### src/core/psc_pkg.sv
// Shared constants for the process sequence controller: timing, key codes,
// register offsets, field positions and the entry mode encoding.
// Assumes a single 100 MHz system clock and a synchronous active-low reset.
`default_nettype none

package psc_pkg;

  // Clock and tick timing, each time kept in its own unit.
  localparam int unsigned CLK_PERIOD_NS  = 10;
  localparam int unsigned TICK_PERIOD_NS = 100_000_000;
  localparam int unsigned TICK_CYCLES    = TICK_PERIOD_NS / CLK_PERIOD_NS;
  localparam int unsigned TICK_MS        = 100;
  localparam int unsigned STANDBY_WARN_MS = 2000;
  localparam logic [6:0]  STANDBY_WARN_TENTHS = 7'(STANDBY_WARN_MS / TICK_MS);

  // Preset store size and widths of the stored fields.
  localparam int unsigned PRESET_SLOTS = 10;
  localparam logic [3:0]  PRESET_LAST  = 4'h9;
  localparam int unsigned TEMP_W       = 10;
  localparam int unsigned TIME_W       = 19;
  localparam int unsigned ELAPSED_W    = 23;
  localparam int unsigned PULSE_W      = 7;
  localparam int unsigned AMPL_W       = 7;
  localparam int unsigned KNOB_W       = 8;
  localparam int unsigned KNOB_FULL    = 255;
  localparam int unsigned PCT_FULL     = 100;
  localparam int unsigned SEC_PER_HOUR = 3600;
  localparam int unsigned SEC_PER_MIN  = 60;
  localparam int unsigned TENTHS_PER_SEC = 10;

  // Key codes from the keypad pins or from the key injection register.
  localparam logic [4:0] KEY_DIGIT_MAX = 5'h09;
  localparam logic [4:0] KEY_START     = 5'h0a;
  localparam logic [4:0] KEY_STOP      = 5'h0b;
  localparam logic [4:0] KEY_CLEAR     = 5'h0c;
  localparam logic [4:0] KEY_ENTER     = 5'h0d;
  localparam logic [4:0] KEY_TIME      = 5'h0e;
  localparam logic [4:0] KEY_TEMP      = 5'h0f;
  localparam logic [4:0] KEY_PULSE     = 5'h10;
  localparam logic [4:0] KEY_SAVE      = 5'h11;
  localparam logic [4:0] KEY_RECALL    = 5'h12;

  // Register byte offsets on the APB port.
  localparam logic [7:0] OFS_CTRL    = 8'h00;
  localparam logic [7:0] OFS_KEY     = 8'h04;
  localparam logic [7:0] OFS_STATUS  = 8'h08;
  localparam logic [7:0] OFS_PULSE   = 8'h0c;
  localparam logic [7:0] OFS_TEMP    = 8'h10;
  localparam logic [7:0] OFS_TIME    = 8'h14;
  localparam logic [7:0] OFS_ELAPSED = 8'h18;
  localparam logic [7:0] OFS_ENTRY   = 8'h1c;
  localparam logic [7:0] OFS_VIEW    = 8'h20;

  // Reset value of the temperature enable, and register bit and field positions.
  localparam logic                CTRL_TEMP_EN_RST = 1'b0;
  localparam int unsigned         CTRL_TEMP_EN_BIT = 0;
  localparam int unsigned         STAT_MODE_LSB    = 0;
  localparam int unsigned         STAT_SRC_LSB     = 4;
  localparam int unsigned         STAT_FLAG_LSB    = 8;
  localparam int unsigned         FIELD_HI_LSB     = 16;

  // Entry modes, Gray coded along the usual key walk.
  typedef enum logic [2:0] {
    PSC_MODE_MAIN   = 3'b000,
    PSC_MODE_TIME   = 3'b001,
    PSC_MODE_TEMP   = 3'b011,
    PSC_MODE_PON    = 3'b010,
    PSC_MODE_POFF   = 3'b110,
    PSC_MODE_SAVE   = 3'b111,
    PSC_MODE_RECALL = 3'b101
  } psc_mode_e;

  // Who started the current run.
  typedef enum logic [1:0] {
    PSC_SRC_IDLE = 2'b00,
    PSC_SRC_KEY  = 2'b01,
    PSC_SRC_FOOT = 2'b11
  } psc_src_e;

endpackage

`default_nettype wire

### src/core/psc_tick.sv
// Free-running divider that marks every tenth of a second with a pulse.
// Assumes the system clock and synchronous active-low reset of the controller.
`default_nettype none

module psc_tick #(
  parameter int unsigned CYCLES = psc_pkg::TICK_CYCLES
) (
  input  wire logic mclk,
  input  wire logic rst_n,
  output logic      tick
);
  import psc_pkg::*;

  localparam int unsigned CW = (CYCLES > 1) ? $clog2(CYCLES) : 1;
  localparam logic [CW-1:0] LAST = CW'(CYCLES - 1);

  logic [CW-1:0] cnt_reg;
  logic [CW-1:0] cnt_next;
  logic          tick_reg;
  logic          tick_next;

  // Count cycles and wrap; the pulse lasts one clock.
  always_comb begin
    cnt_next  = (cnt_reg == LAST) ? '0 : cnt_reg + 1'b1;
    tick_next = (cnt_reg == LAST);
  end

  // Registers of the divider.
  always_ff @(posedge mclk) begin
    if (!rst_n) begin
      cnt_reg  <= '0;
      tick_reg <= 1'b0;
    end else begin
      cnt_reg  <= cnt_next;
      tick_reg <= tick_next;
    end
  end

  assign tick = tick_reg;

endmodule

`default_nettype wire

### src/core/psc_controller.sv
// Front-panel sequencing controller: keypad entry of setup values, presets,
// start/stop of the output, pulse duty cycle, processing time and thermal limit.
// Assumes keypad, footswitch, sensor and knob pins are asynchronous, and an APB master.
//
// Functional notes
// - Amplitude mandatory; time and pulse optional.
// - Amplitude shown as percent of knob range.
// - Start key or footswitch energizes; stop de-energizes.
// - Setup functions accepted in any order.
// - Clear key discards the value being entered.
// - Time key enters hours/minutes/seconds; confirm commits.
// - Temperature function stops output at setpoint.
// - Output resumes when temperature falls below setpoint.
// - Thermal key shows live temperature, takes setpoint.
// - At limit: standby, thermal lamp, touch warning.
// - Pulse on and off each 0.1-9.9 s.
// - Pulse off portion: pulse lamp, output off.
// - Off portion over two seconds warns standby.
// - Pulse entry: on, confirm, off, confirm.
// - Ten slots 0-9; save lamp awaits ID.
// - Save confirm stores settings, lamp off, shows them.
// - Recall lamp, ID selects slot to show/use.
// - Time expiry or stop ends run; untimed runs on.
// - Key run ignores footswitch; foot run ignores stop.
//
// Register access over APB and the register offsets are this design's own decisions.
`default_nettype none

module psc_controller #(
  parameter int unsigned TICK_CYCLES = psc_pkg::TICK_CYCLES
) (
  input  wire logic                       mclk,
  input  wire logic                       rst_n,
  input  wire logic [7:0]                 paddr,
  input  wire logic                       psel,
  input  wire logic                       penable,
  input  wire logic                       pwrite,
  input  wire logic [31:0]                pwdata,
  output logic      [31:0]                prdata,
  output logic                            pready,
  output logic                            pslverr,
  input  wire logic                       key_valid,
  input  wire logic [4:0]                 key_code,
  input  wire logic                       footswitch,
  input  wire logic [psc_pkg::TEMP_W-1:0] temp_sense,
  input  wire logic [psc_pkg::KNOB_W-1:0] ampl_knob,
  output logic                            energize,
  output logic                            led_temp,
  output logic                            led_pulse,
  output logic                            led_save,
  output logic                            led_recall,
  output logic                            warn_touch,
  output logic                            warn_standby
);
  import psc_pkg::*;

  localparam int unsigned SLOT_W = TIME_W + TEMP_W + 1 + 2 * PULSE_W + AMPL_W;

  // Two BCD digits to binary.
  function automatic logic [6:0] bcd2(input logic [7:0] d);
    bcd2 = 7'(d[7:4] * 4'd10) + 7'(d[3:0]);
  endfunction

  // Three BCD digits to binary.
  function automatic logic [TEMP_W-1:0] bcd3(input logic [11:0] d);
    bcd3 = TEMP_W'(d[11:8] * 7'd100) + TEMP_W'(bcd2(d[7:0]));
  endfunction

  // Knob position scaled to a percentage of the full amplitude.
  function automatic logic [AMPL_W-1:0] knob_pct(input logic [KNOB_W-1:0] k);
    knob_pct = AMPL_W'((15'(k) * 15'(PCT_FULL)) / 15'(KNOB_FULL));
  endfunction

  // Pin synchronisers: stage one feeds only stage two.
  logic              kv_s1, kv_s2, kv_prev, ft_s1, ft_s2, ft_prev;
  logic [4:0]        kc_s1, kc_s2;
  logic [TEMP_W-1:0] tp_s1, tp_s2;
  logic [KNOB_W-1:0] kn_s1, kn_s2;

  always_ff @(posedge mclk) begin
    if (!rst_n) begin
      {kv_s1, kv_s2, kv_prev, ft_s1, ft_s2, ft_prev} <= 6'h00;
      kc_s1 <= 5'h00;
      kc_s2 <= 5'h00;
      tp_s1 <= '0;
      tp_s2 <= '0;
      kn_s1 <= '0;
      kn_s2 <= '0;
    end else begin
      kv_s1   <= key_valid;
      kv_s2   <= kv_s1;
      kv_prev <= kv_s2;
      ft_s1   <= footswitch;
      ft_s2   <= ft_s1;
      ft_prev <= ft_s2;
      kc_s1   <= key_code;
      kc_s2   <= kc_s1;
      tp_s1   <= temp_sense;
      tp_s2   <= tp_s1;
      kn_s1   <= ampl_knob;
      kn_s2   <= kn_s1;
    end
  end

  logic tick;

  psc_tick #(
    .CYCLES (TICK_CYCLES)
  ) u_tick (
    .mclk  (mclk),
    .rst_n (rst_n),
    .tick  (tick)
  );

  // State declarations.
  logic [31:0]        prdata_reg, prdata_next;
  logic               pready_reg, pready_next, pslverr_reg, pslverr_next;
  psc_mode_e          mode_reg, mode_next;
  logic [23:0]        entry_reg, entry_next;
  logic [TIME_W-1:0]  time_reg, time_next;
  logic [TEMP_W-1:0]  tset_reg, tset_next;
  logic               temp_en_reg, temp_en_next;
  logic [PULSE_W-1:0] pon_reg, pon_next, poff_reg, poff_next;
  logic [AMPL_W-1:0]  ampl_reg, ampl_next;
  logic [3:0]         view_reg, view_next;
  logic [SLOT_W-1:0]  slot_mem [PRESET_SLOTS];
  logic [SLOT_W-1:0]  slot_next [PRESET_SLOTS];
  psc_src_e           src_reg, src_next;
  logic [ELAPSED_W-1:0] elapsed_reg, elapsed_next;
  logic [PULSE_W-1:0] pcnt_reg, pcnt_next;
  logic               off_reg, off_next, hot_reg, hot_next;
  logic               en_reg, en_next, wstb_reg, wstb_next;
  logic               lsave_reg, lsave_next, lrec_reg, lrec_next;
  logic               setup, access, wr_key, wr_ctrl, key_hit, digit;
  logic [4:0]         key;
  logic [SLOT_W-1:0]  cur_slot, view_slot;

  // APB slave: pready rises in the first access cycle, so every transfer has
  // no wait state; read data and error are captured during setup.
  always_comb begin
    setup        = psel && !penable;
    access       = psel && penable && pready_reg;
    wr_key       = access && pwrite && (paddr == OFS_KEY);
    wr_ctrl      = access && pwrite && (paddr == OFS_CTRL);
    pready_next  = setup;
    prdata_next  = prdata_reg;
    pslverr_next = 1'b0;
    if (setup) begin
      prdata_next = 32'h0000_0000;
      case (paddr)
        OFS_CTRL:    prdata_next[CTRL_TEMP_EN_BIT] = temp_en_reg;
        OFS_KEY:     prdata_next = 32'h0000_0000;
        OFS_STATUS: begin
          prdata_next[STAT_MODE_LSB +: 3] = mode_reg;
          prdata_next[STAT_SRC_LSB +: 2]  = src_reg;
          prdata_next[STAT_FLAG_LSB +: 7] = {wstb_reg, hot_reg, lrec_reg, lsave_reg,
                                             off_reg, hot_reg, en_reg};
        end
        OFS_PULSE:   prdata_next = {1'b0, ampl_reg, 1'b0, poff_reg, 9'h000, pon_reg};
        OFS_TEMP:    prdata_next = {6'h00, tp_s2, 6'h00, tset_reg};
        OFS_TIME:    prdata_next = 32'(time_reg);
        OFS_ELAPSED: prdata_next = 32'(elapsed_reg);
        OFS_ENTRY:   prdata_next = {8'h00, entry_reg};
        OFS_VIEW:    prdata_next = {view_reg, 28'(view_slot)};
        default:     pslverr_next = 1'b1;
      endcase
    end
  end

  always_ff @(posedge mclk) begin
    if (!rst_n) begin
      prdata_reg  <= 32'h0000_0000;
      pready_reg  <= 1'b0;
      pslverr_reg <= 1'b0;
    end else begin
      prdata_reg  <= prdata_next;
      pready_reg  <= pready_next;
      pslverr_reg <= pslverr_next;
    end
  end

  // One key event per keypad press; a pin press wins over an injected key.
  always_comb begin
    key_hit   = (kv_s2 && !kv_prev) || wr_key;
    key       = (kv_s2 && !kv_prev) ? kc_s2 : pwdata[4:0];
    digit     = key_hit && (key <= KEY_DIGIT_MAX);
    cur_slot  = {time_reg, tset_reg, temp_en_reg, pon_reg, poff_reg, ampl_reg};
    view_slot = slot_mem[view_reg];
  end

  // Entry machine. Function keys jump to their entry from any mode, so the
  // setup functions can be used in any order and combination.
  always_comb begin
    mode_next    = mode_reg;
    entry_next   = entry_reg;
    time_next    = time_reg;
    tset_next    = tset_reg;
    temp_en_next = temp_en_reg;
    pon_next     = pon_reg;
    poff_next    = poff_reg;
    view_next    = view_reg;
    ampl_next    = knob_pct(kn_s2);
    for (int i = 0; i < PRESET_SLOTS; i++) begin
      slot_next[i] = slot_mem[i];
    end
    if (wr_ctrl) begin
      temp_en_next = pwdata[CTRL_TEMP_EN_BIT];
    end
    if (key_hit) begin
      case (key)
        KEY_TIME:   mode_next = PSC_MODE_TIME;
        KEY_TEMP:   mode_next = PSC_MODE_TEMP;
        KEY_PULSE:  mode_next = PSC_MODE_PON;
        KEY_SAVE:   mode_next = PSC_MODE_SAVE;
        KEY_RECALL: mode_next = PSC_MODE_RECALL;
        default:    mode_next = mode_reg;
      endcase
      if (key >= KEY_TIME) begin
        entry_next = 24'h00_0000;
      end
    end
    if (mode_reg != PSC_MODE_MAIN && key_hit) begin
      if (digit) begin
        entry_next = {entry_reg[19:0], key[3:0]};
        if (mode_reg == PSC_MODE_RECALL) begin
          view_next = key[3:0];
        end
      end else if (key == KEY_CLEAR) begin
        entry_next = 24'h00_0000;
      end else if (key == KEY_ENTER) begin
        entry_next = 24'h00_0000;
        mode_next  = PSC_MODE_MAIN;
        case (mode_reg)
          PSC_MODE_TIME: begin
            // Digits arrive as HHMMSS; zero leaves the run untimed.
            time_next = TIME_W'(bcd2(entry_reg[23:16]) * 12'(SEC_PER_HOUR))
                      + TIME_W'(bcd2(entry_reg[15:8]) * 6'(SEC_PER_MIN))
                      + TIME_W'(bcd2(entry_reg[7:0]));
          end
          PSC_MODE_TEMP: begin
            tset_next    = bcd3(entry_reg[11:0]);
            temp_en_next = 1'b1;
          end
          PSC_MODE_PON: begin
            pon_next  = bcd2(entry_reg[7:0]);
            mode_next = PSC_MODE_POFF;
          end
          PSC_MODE_POFF: poff_next = bcd2(entry_reg[7:0]);
          PSC_MODE_SAVE: begin
            // An out-of-range ID leaves every slot untouched.
            if (entry_reg[3:0] <= PRESET_LAST) begin
              slot_next[entry_reg[3:0]] = cur_slot;
              view_next = entry_reg[3:0];
            end
          end
          PSC_MODE_RECALL: begin
            {time_next, tset_next, temp_en_next, pon_next, poff_next} =
              view_slot[SLOT_W-1:AMPL_W];
          end
          default: mode_next = PSC_MODE_MAIN;
        endcase
      end
    end
    lsave_next = (mode_next == PSC_MODE_SAVE);
    lrec_next  = (mode_next == PSC_MODE_RECALL);
  end

  // Presets are cleared only by reset and survive every run.
  always_ff @(posedge mclk) begin
    if (!rst_n) begin
      mode_reg    <= PSC_MODE_MAIN;
      entry_reg   <= 24'h00_0000;
      time_reg    <= '0;
      tset_reg    <= '0;
      temp_en_reg <= CTRL_TEMP_EN_RST;
      pon_reg     <= '0;
      poff_reg    <= '0;
      ampl_reg    <= '0;
      view_reg    <= 4'h0;
      lsave_reg   <= 1'b0;
      lrec_reg    <= 1'b0;
      for (int i = 0; i < PRESET_SLOTS; i++) begin
        slot_mem[i] <= '0;
      end
    end else begin
      mode_reg    <= mode_next;
      entry_reg   <= entry_next;
      time_reg    <= time_next;
      tset_reg    <= tset_next;
      temp_en_reg <= temp_en_next;
      pon_reg     <= pon_next;
      poff_reg    <= poff_next;
      ampl_reg    <= ampl_next;
      view_reg    <= view_next;
      lsave_reg   <= lsave_next;
      lrec_reg    <= lrec_next;
      for (int i = 0; i < PRESET_SLOTS; i++) begin
        slot_mem[i] <= slot_next[i];
      end
    end
  end

  // Run control. The thermal stop is a level, so the output comes back on
  // by itself once the sample cools below the setpoint.
  always_comb begin
    logic pulsing;
    logic expired;
    logic running;
    pulsing      = (pon_reg != '0) && (poff_reg != '0);
    expired      = (time_reg != '0) &&
                   (elapsed_reg >= ELAPSED_W'(time_reg * 4'(TENTHS_PER_SEC)));
    hot_next     = temp_en_reg && (tp_s2 >= tset_reg);
    src_next     = src_reg;
    elapsed_next = elapsed_reg;
    pcnt_next    = pcnt_reg;
    off_next     = off_reg;
    case (src_reg)
      PSC_SRC_IDLE: begin
        if (key_hit && key == KEY_START) begin
          src_next = PSC_SRC_KEY;
        end else if (ft_s2 && !ft_prev) begin
          src_next = PSC_SRC_FOOT;
        end
        elapsed_next = (src_next != PSC_SRC_IDLE) ? '0 : elapsed_reg;  // Held after a run.
        pcnt_next    = '0;
        off_next     = 1'b0;
      end
      PSC_SRC_KEY: begin
        // The footswitch has no say in a run started from the keypad.
        if ((key_hit && key == KEY_STOP) || expired) begin
          src_next = PSC_SRC_IDLE;
        end
      end
      PSC_SRC_FOOT: begin
        // The stop key has no say in a run started from the footswitch.
        if (!ft_s2 || expired) begin
          src_next = PSC_SRC_IDLE;
        end
      end
      default: src_next = PSC_SRC_IDLE;
    endcase
    running = (src_reg != PSC_SRC_IDLE) && (src_next != PSC_SRC_IDLE);
    if (!pulsing) begin
      off_next  = 1'b0;
      pcnt_next = '0;
    end else if (running && tick && !hot_reg) begin
      // Pulse phases hold still while the thermal limit has the output parked.
      if (pcnt_reg + 1'b1 >= (off_reg ? poff_reg : pon_reg)) begin
        pcnt_next = '0;
        off_next  = !off_reg;
      end else begin
        pcnt_next = pcnt_reg + 1'b1;
      end
    end
    if (running && tick && en_reg) begin
      elapsed_next = elapsed_reg + 1'b1;
    end
    en_next   = running && !hot_next && !(pulsing && off_next);
    wstb_next = running && pulsing && off_next &&
                (poff_reg > STANDBY_WARN_TENTHS);
  end

  always_ff @(posedge mclk) begin
    if (!rst_n) begin
      src_reg     <= PSC_SRC_IDLE;
      elapsed_reg <= '0;
      pcnt_reg    <= '0;
      off_reg     <= 1'b0;
      hot_reg     <= 1'b0;
      en_reg      <= 1'b0;
      wstb_reg    <= 1'b0;
    end else begin
      src_reg     <= src_next;
      elapsed_reg <= elapsed_next;
      pcnt_reg    <= pcnt_next;
      off_reg     <= off_next;
      hot_reg     <= hot_next;
      en_reg      <= en_next;
      wstb_reg    <= wstb_next;
    end
  end

  // Every output is a flip-flop.
  assign prdata       = prdata_reg;
  assign pready       = pready_reg;
  assign pslverr      = pslverr_reg;
  assign energize     = en_reg;
  assign led_temp     = hot_reg;
  assign warn_touch   = hot_reg;
  assign led_pulse    = off_reg;
  assign led_save     = lsave_reg;
  assign led_recall   = lrec_reg;
  assign warn_standby = wstb_reg;

endmodule

`default_nettype wire

### config.mk
export PLATFORM = sky130hd
export DESIGN_NAME = psc_controller
export DESIGN_NICKNAME = d
export VERILOG_FILES = /design/src/core/psc_pkg.sv /design/src/core/psc_tick.sv /design/src/core/psc_controller.sv
export SDC_FILE = /design/constraint.sdc
export NUM_CORES = 2
export LEC_CHECK = 0
export BUFFER_PORTS_ARGS = -buffer_cell sky130_fd_sc_hd__buf_2
export CAP_MARGIN = 25
export CORE_MARGIN = 2
export CORE_UTILIZATION = 43
export CTS_CLUSTER_SIZE = 28
export DETAILED_ROUTE_END_ITERATION = 16
export PLACE_DENSITY = 0.66
export SETUP_SLACK_MARGIN = 0.02
export SLEW_MARGIN = 20
export SYNTH_ARGS = -nofsm -noshare
export SYNTH_HDL_FRONTEND = slang
export SYNTH_HIERARCHICAL = 1
export SYNTH_SLANG_ARGS = --single-unit
### constraint.sdc
create_clock -name mclk -period 12.15 [get_ports mclk]
set_input_delay 0.6075 -clock mclk [delete_from_list [all_inputs] [get_ports mclk]]
set_output_delay 0.6075 -clock mclk [all_outputs]
set_load 0.01 [all_outputs]
==> flow_summary.yaml <==
detailed_routing:
  drt.antenna.violating_nets: 0
  via_per_inst: 5.876
  drc: 0
  wl_um: 119400
  dr.pass1.iters: 9
  wl_per_cell_um: 20.97
  first_iter_violations: 3873
  vias: 33453
min_path:
  hp-class: "in2reg"
die:
  initial_core_util: 0.4332
  pin_count: 111
  die_area_sq_mm: 0.09130
  rows: 109
  die_x_um: 302.2
  coreArea_sq_mm: 0.08824
  die_h_um: 302.2
cells_and_area:
  largest_reg_flops: 510
  fin_area_sq_mm: 0.04199
  num-fill-cells: 8341
  multi_input_area_sq_mm: 0.02165
  final_cell_mix: "nand2_1 (1,171), dfxtp_1 (741), a21oi_1 (659), ha_1 (205), nor2_1 (182)"
  area_growth_pct: 9.842
  final_common_cell: "nand2_1"
  drive_gt1_frac: 0.1005
  register_area_sq_mm: 0.01493
  final_cells: 5693
  nNetsFinal: 4774
setup_path:
  worst-path-max-fanout: 10
  end_kind: "register"
  crit_required_ns: 12.64
  cp-start-kind: "register"
  worstSetupPathType: "reg2reg"
  critPathArrivalTime_ns: 8.24
timing:
  tns_ns: 0
  slew_headroom: 0.2435
  fmax_mhz: 129.1
  hold_violations: 0
  rsz0062_at_grt: "false"
  whs_ns: 0.1478
  maxSlewViolCount: 0
  finalSetupViolations: 0
  min_period_ns: 7.748
  max_slew.worst_pin.slew_ns: 1.135
  fin_ws_ns: 4.402
  clock_skew_ns: 0.03204
  fin_crit_sh: 0.6377
cts:
  cts_buffers: 78
  clkSinkCount: 745
  post-cts-setup-buffers: 0
  clk_pin_slew_ns: 0.06
  cts_resized: 0
  clk_latency_ns: 0.66
  cts_tree: "done"
  h-tree-depth: 3
  cts_hold_buf: 0
  clk_path_buf_depth: 3
  root_buffer: "clkbuf_16"
placement:
  place.port_buffers: 83
  dp.cells: 5550
  dpl-instance-area_sq_mm: 0.03930
  gp_congestion: 0.9888
  place_hpwl_um: 73780
  pre_cts_ws_ns: 4.593
yosys:
  synth-async-reset-ratio: 0
  yosys_warnings: 6
  syn-num-nets: 4913
  yosys.cell_types.count: 94
  syn_area_sq_mm: 0.03823
  ys.flop_type: "dfxtp_1"
  synth_edf_count: 0
  seq_area_frac_synth: 0.3902
  synth.avg_cell_area_sq_um: 8.299
  ys_ff_latch: 745
  synth_cells: 4606
power:
  cellLeakagePower_nw: 14.85
  peakVddDrop_mv: 0.1131
  power.density_mw_per_mm2: 122.9
global_routing:
  grt_max_degree: 228
  overflow: 0
  antenna_found_initial: 4
  grt_pass1_wl_um: 184400
  grt_pass1_vias: 31535
  grt.total_usage: 0.2577
job:
  cap_violations: 0
run_status:
  status: "completed"
## metal layers
layer	global-route usage	routed length [um]	part of all wire
met2	0.4128	53870	0.45
met3	0.04769	10870	0.091
met1	0.3410	50080	0.42
met5	0	33	0.00028
met4	0.1090	4536	0.038
## cells in the mapped netlist (20+ instances only)
library cell     n  area, sq um
o21ai_0        125        625.6
nand4_1         22        137.6
and2_1          62        387.9
nor4_1          31        193.9
and3_1          31        193.9
mux2i_1         69        690.7
a31oi_1         42        262.8
a21o_1          20        150.1
a21oi_1        659         3298
mux4_2         102         2297
a211oi_1        83        623.1
nand2b_1        23        143.9
nand3_1         39        195.2
dfxtp_1        745        14910
nand2_1       1175         4410
clkbuf_1       336         1261
nor3_1          44        220.2
ha_1           205         2565
inv_1          100        375.4
fa_1            32        640.6
xnor2_1         72        630.6
a22oi_1         40        300.3
xor2_1          29        254.0
nor2_1         185        694.4
a222oi_1        29        290.3
nor2b_1         67        419.2
## final timing paths
check              start     endpoint  slack (ns)  cells after the start
max             kn_s2[2]  ampl_reg[0]        4.40                     25
min          key_code[4]     kc_s1[4]        0.15                      2
max reg2reg     kn_s2[2]  ampl_reg[0]        4.40                     25
min reg2reg     kn_s1[7]     kn_s2[7]        0.41                      1
## stage by stage
stage / total power (W) / util
4_1_cts: 0.005190 / 0.4757
2_1_floorplan: 0.002652 / -
6_report: 0.005161 / 0.4759
3_3_place_gp: 0.002704 / 0.4451
3_5_place_dp: 0.002705 / 0.4454
5_1_grt: 0.005314 / 0.4758
## power by group
part	leakage [nW]	switching, W	internal (W)	total [W]
sequential	6.01	0.0000197	0.00245	0.00247
combinational	7.53	0.000124	0.0000569	0.000181
clock	1.30	0.00106	0.00145	0.00251
total	14.8	0.00120	0.00396	0.00516
## area by class of cell
cell class	count	area share
clock inverters	33	0.01147
clock buffers	107	0.05218
well taps	1165	0.03472
multi-input cells	3399	0.5157
diodes	1	0.00005960
flip-flops and latches	745	0.3556
inverters	100	0.009118
repair buffers	143	0.02122
## logic make-up after synthesis
kind of cell	Yosys count	synth area share
AOI/OAI and AO/OA	1132	0.1764
buffers and inverters	462	0.04635
muxes	189	0.08346
adders and majority gates	237	0.08386
DFF	745	0.3902
and+or+nand+nor	1739	0.1960
xor gates and xnor gates	102	0.02373
## critical path, stage by stage (launching register included)
cell	delay, ns
dfxtp_1	0.58
inv_1	0.21
ha_1	0.34
ha_1	0.30
ha_1	0.32
fa_1	0.53
a21o_1	0.21
a211oi_1	0.43
nor4_2	0.18
and3_1	0.35
nor3_2	0.45
and4_1	0.33
nand2_1	0.19
a31oi_2	0.44
nor4_1	0.13
nor3_1	0.42
nand4b_1	0.20
o21ai_1	0.33
a22oi_1	0.12
o311ai_1	0.55
a21oi_2	0.17
mux2i_1	0.16
ha_1	0.31
nand2b_1	0.05
a21oi_1	0.19
o221ai_2	0.11
(Power assumes the default switching activity.)
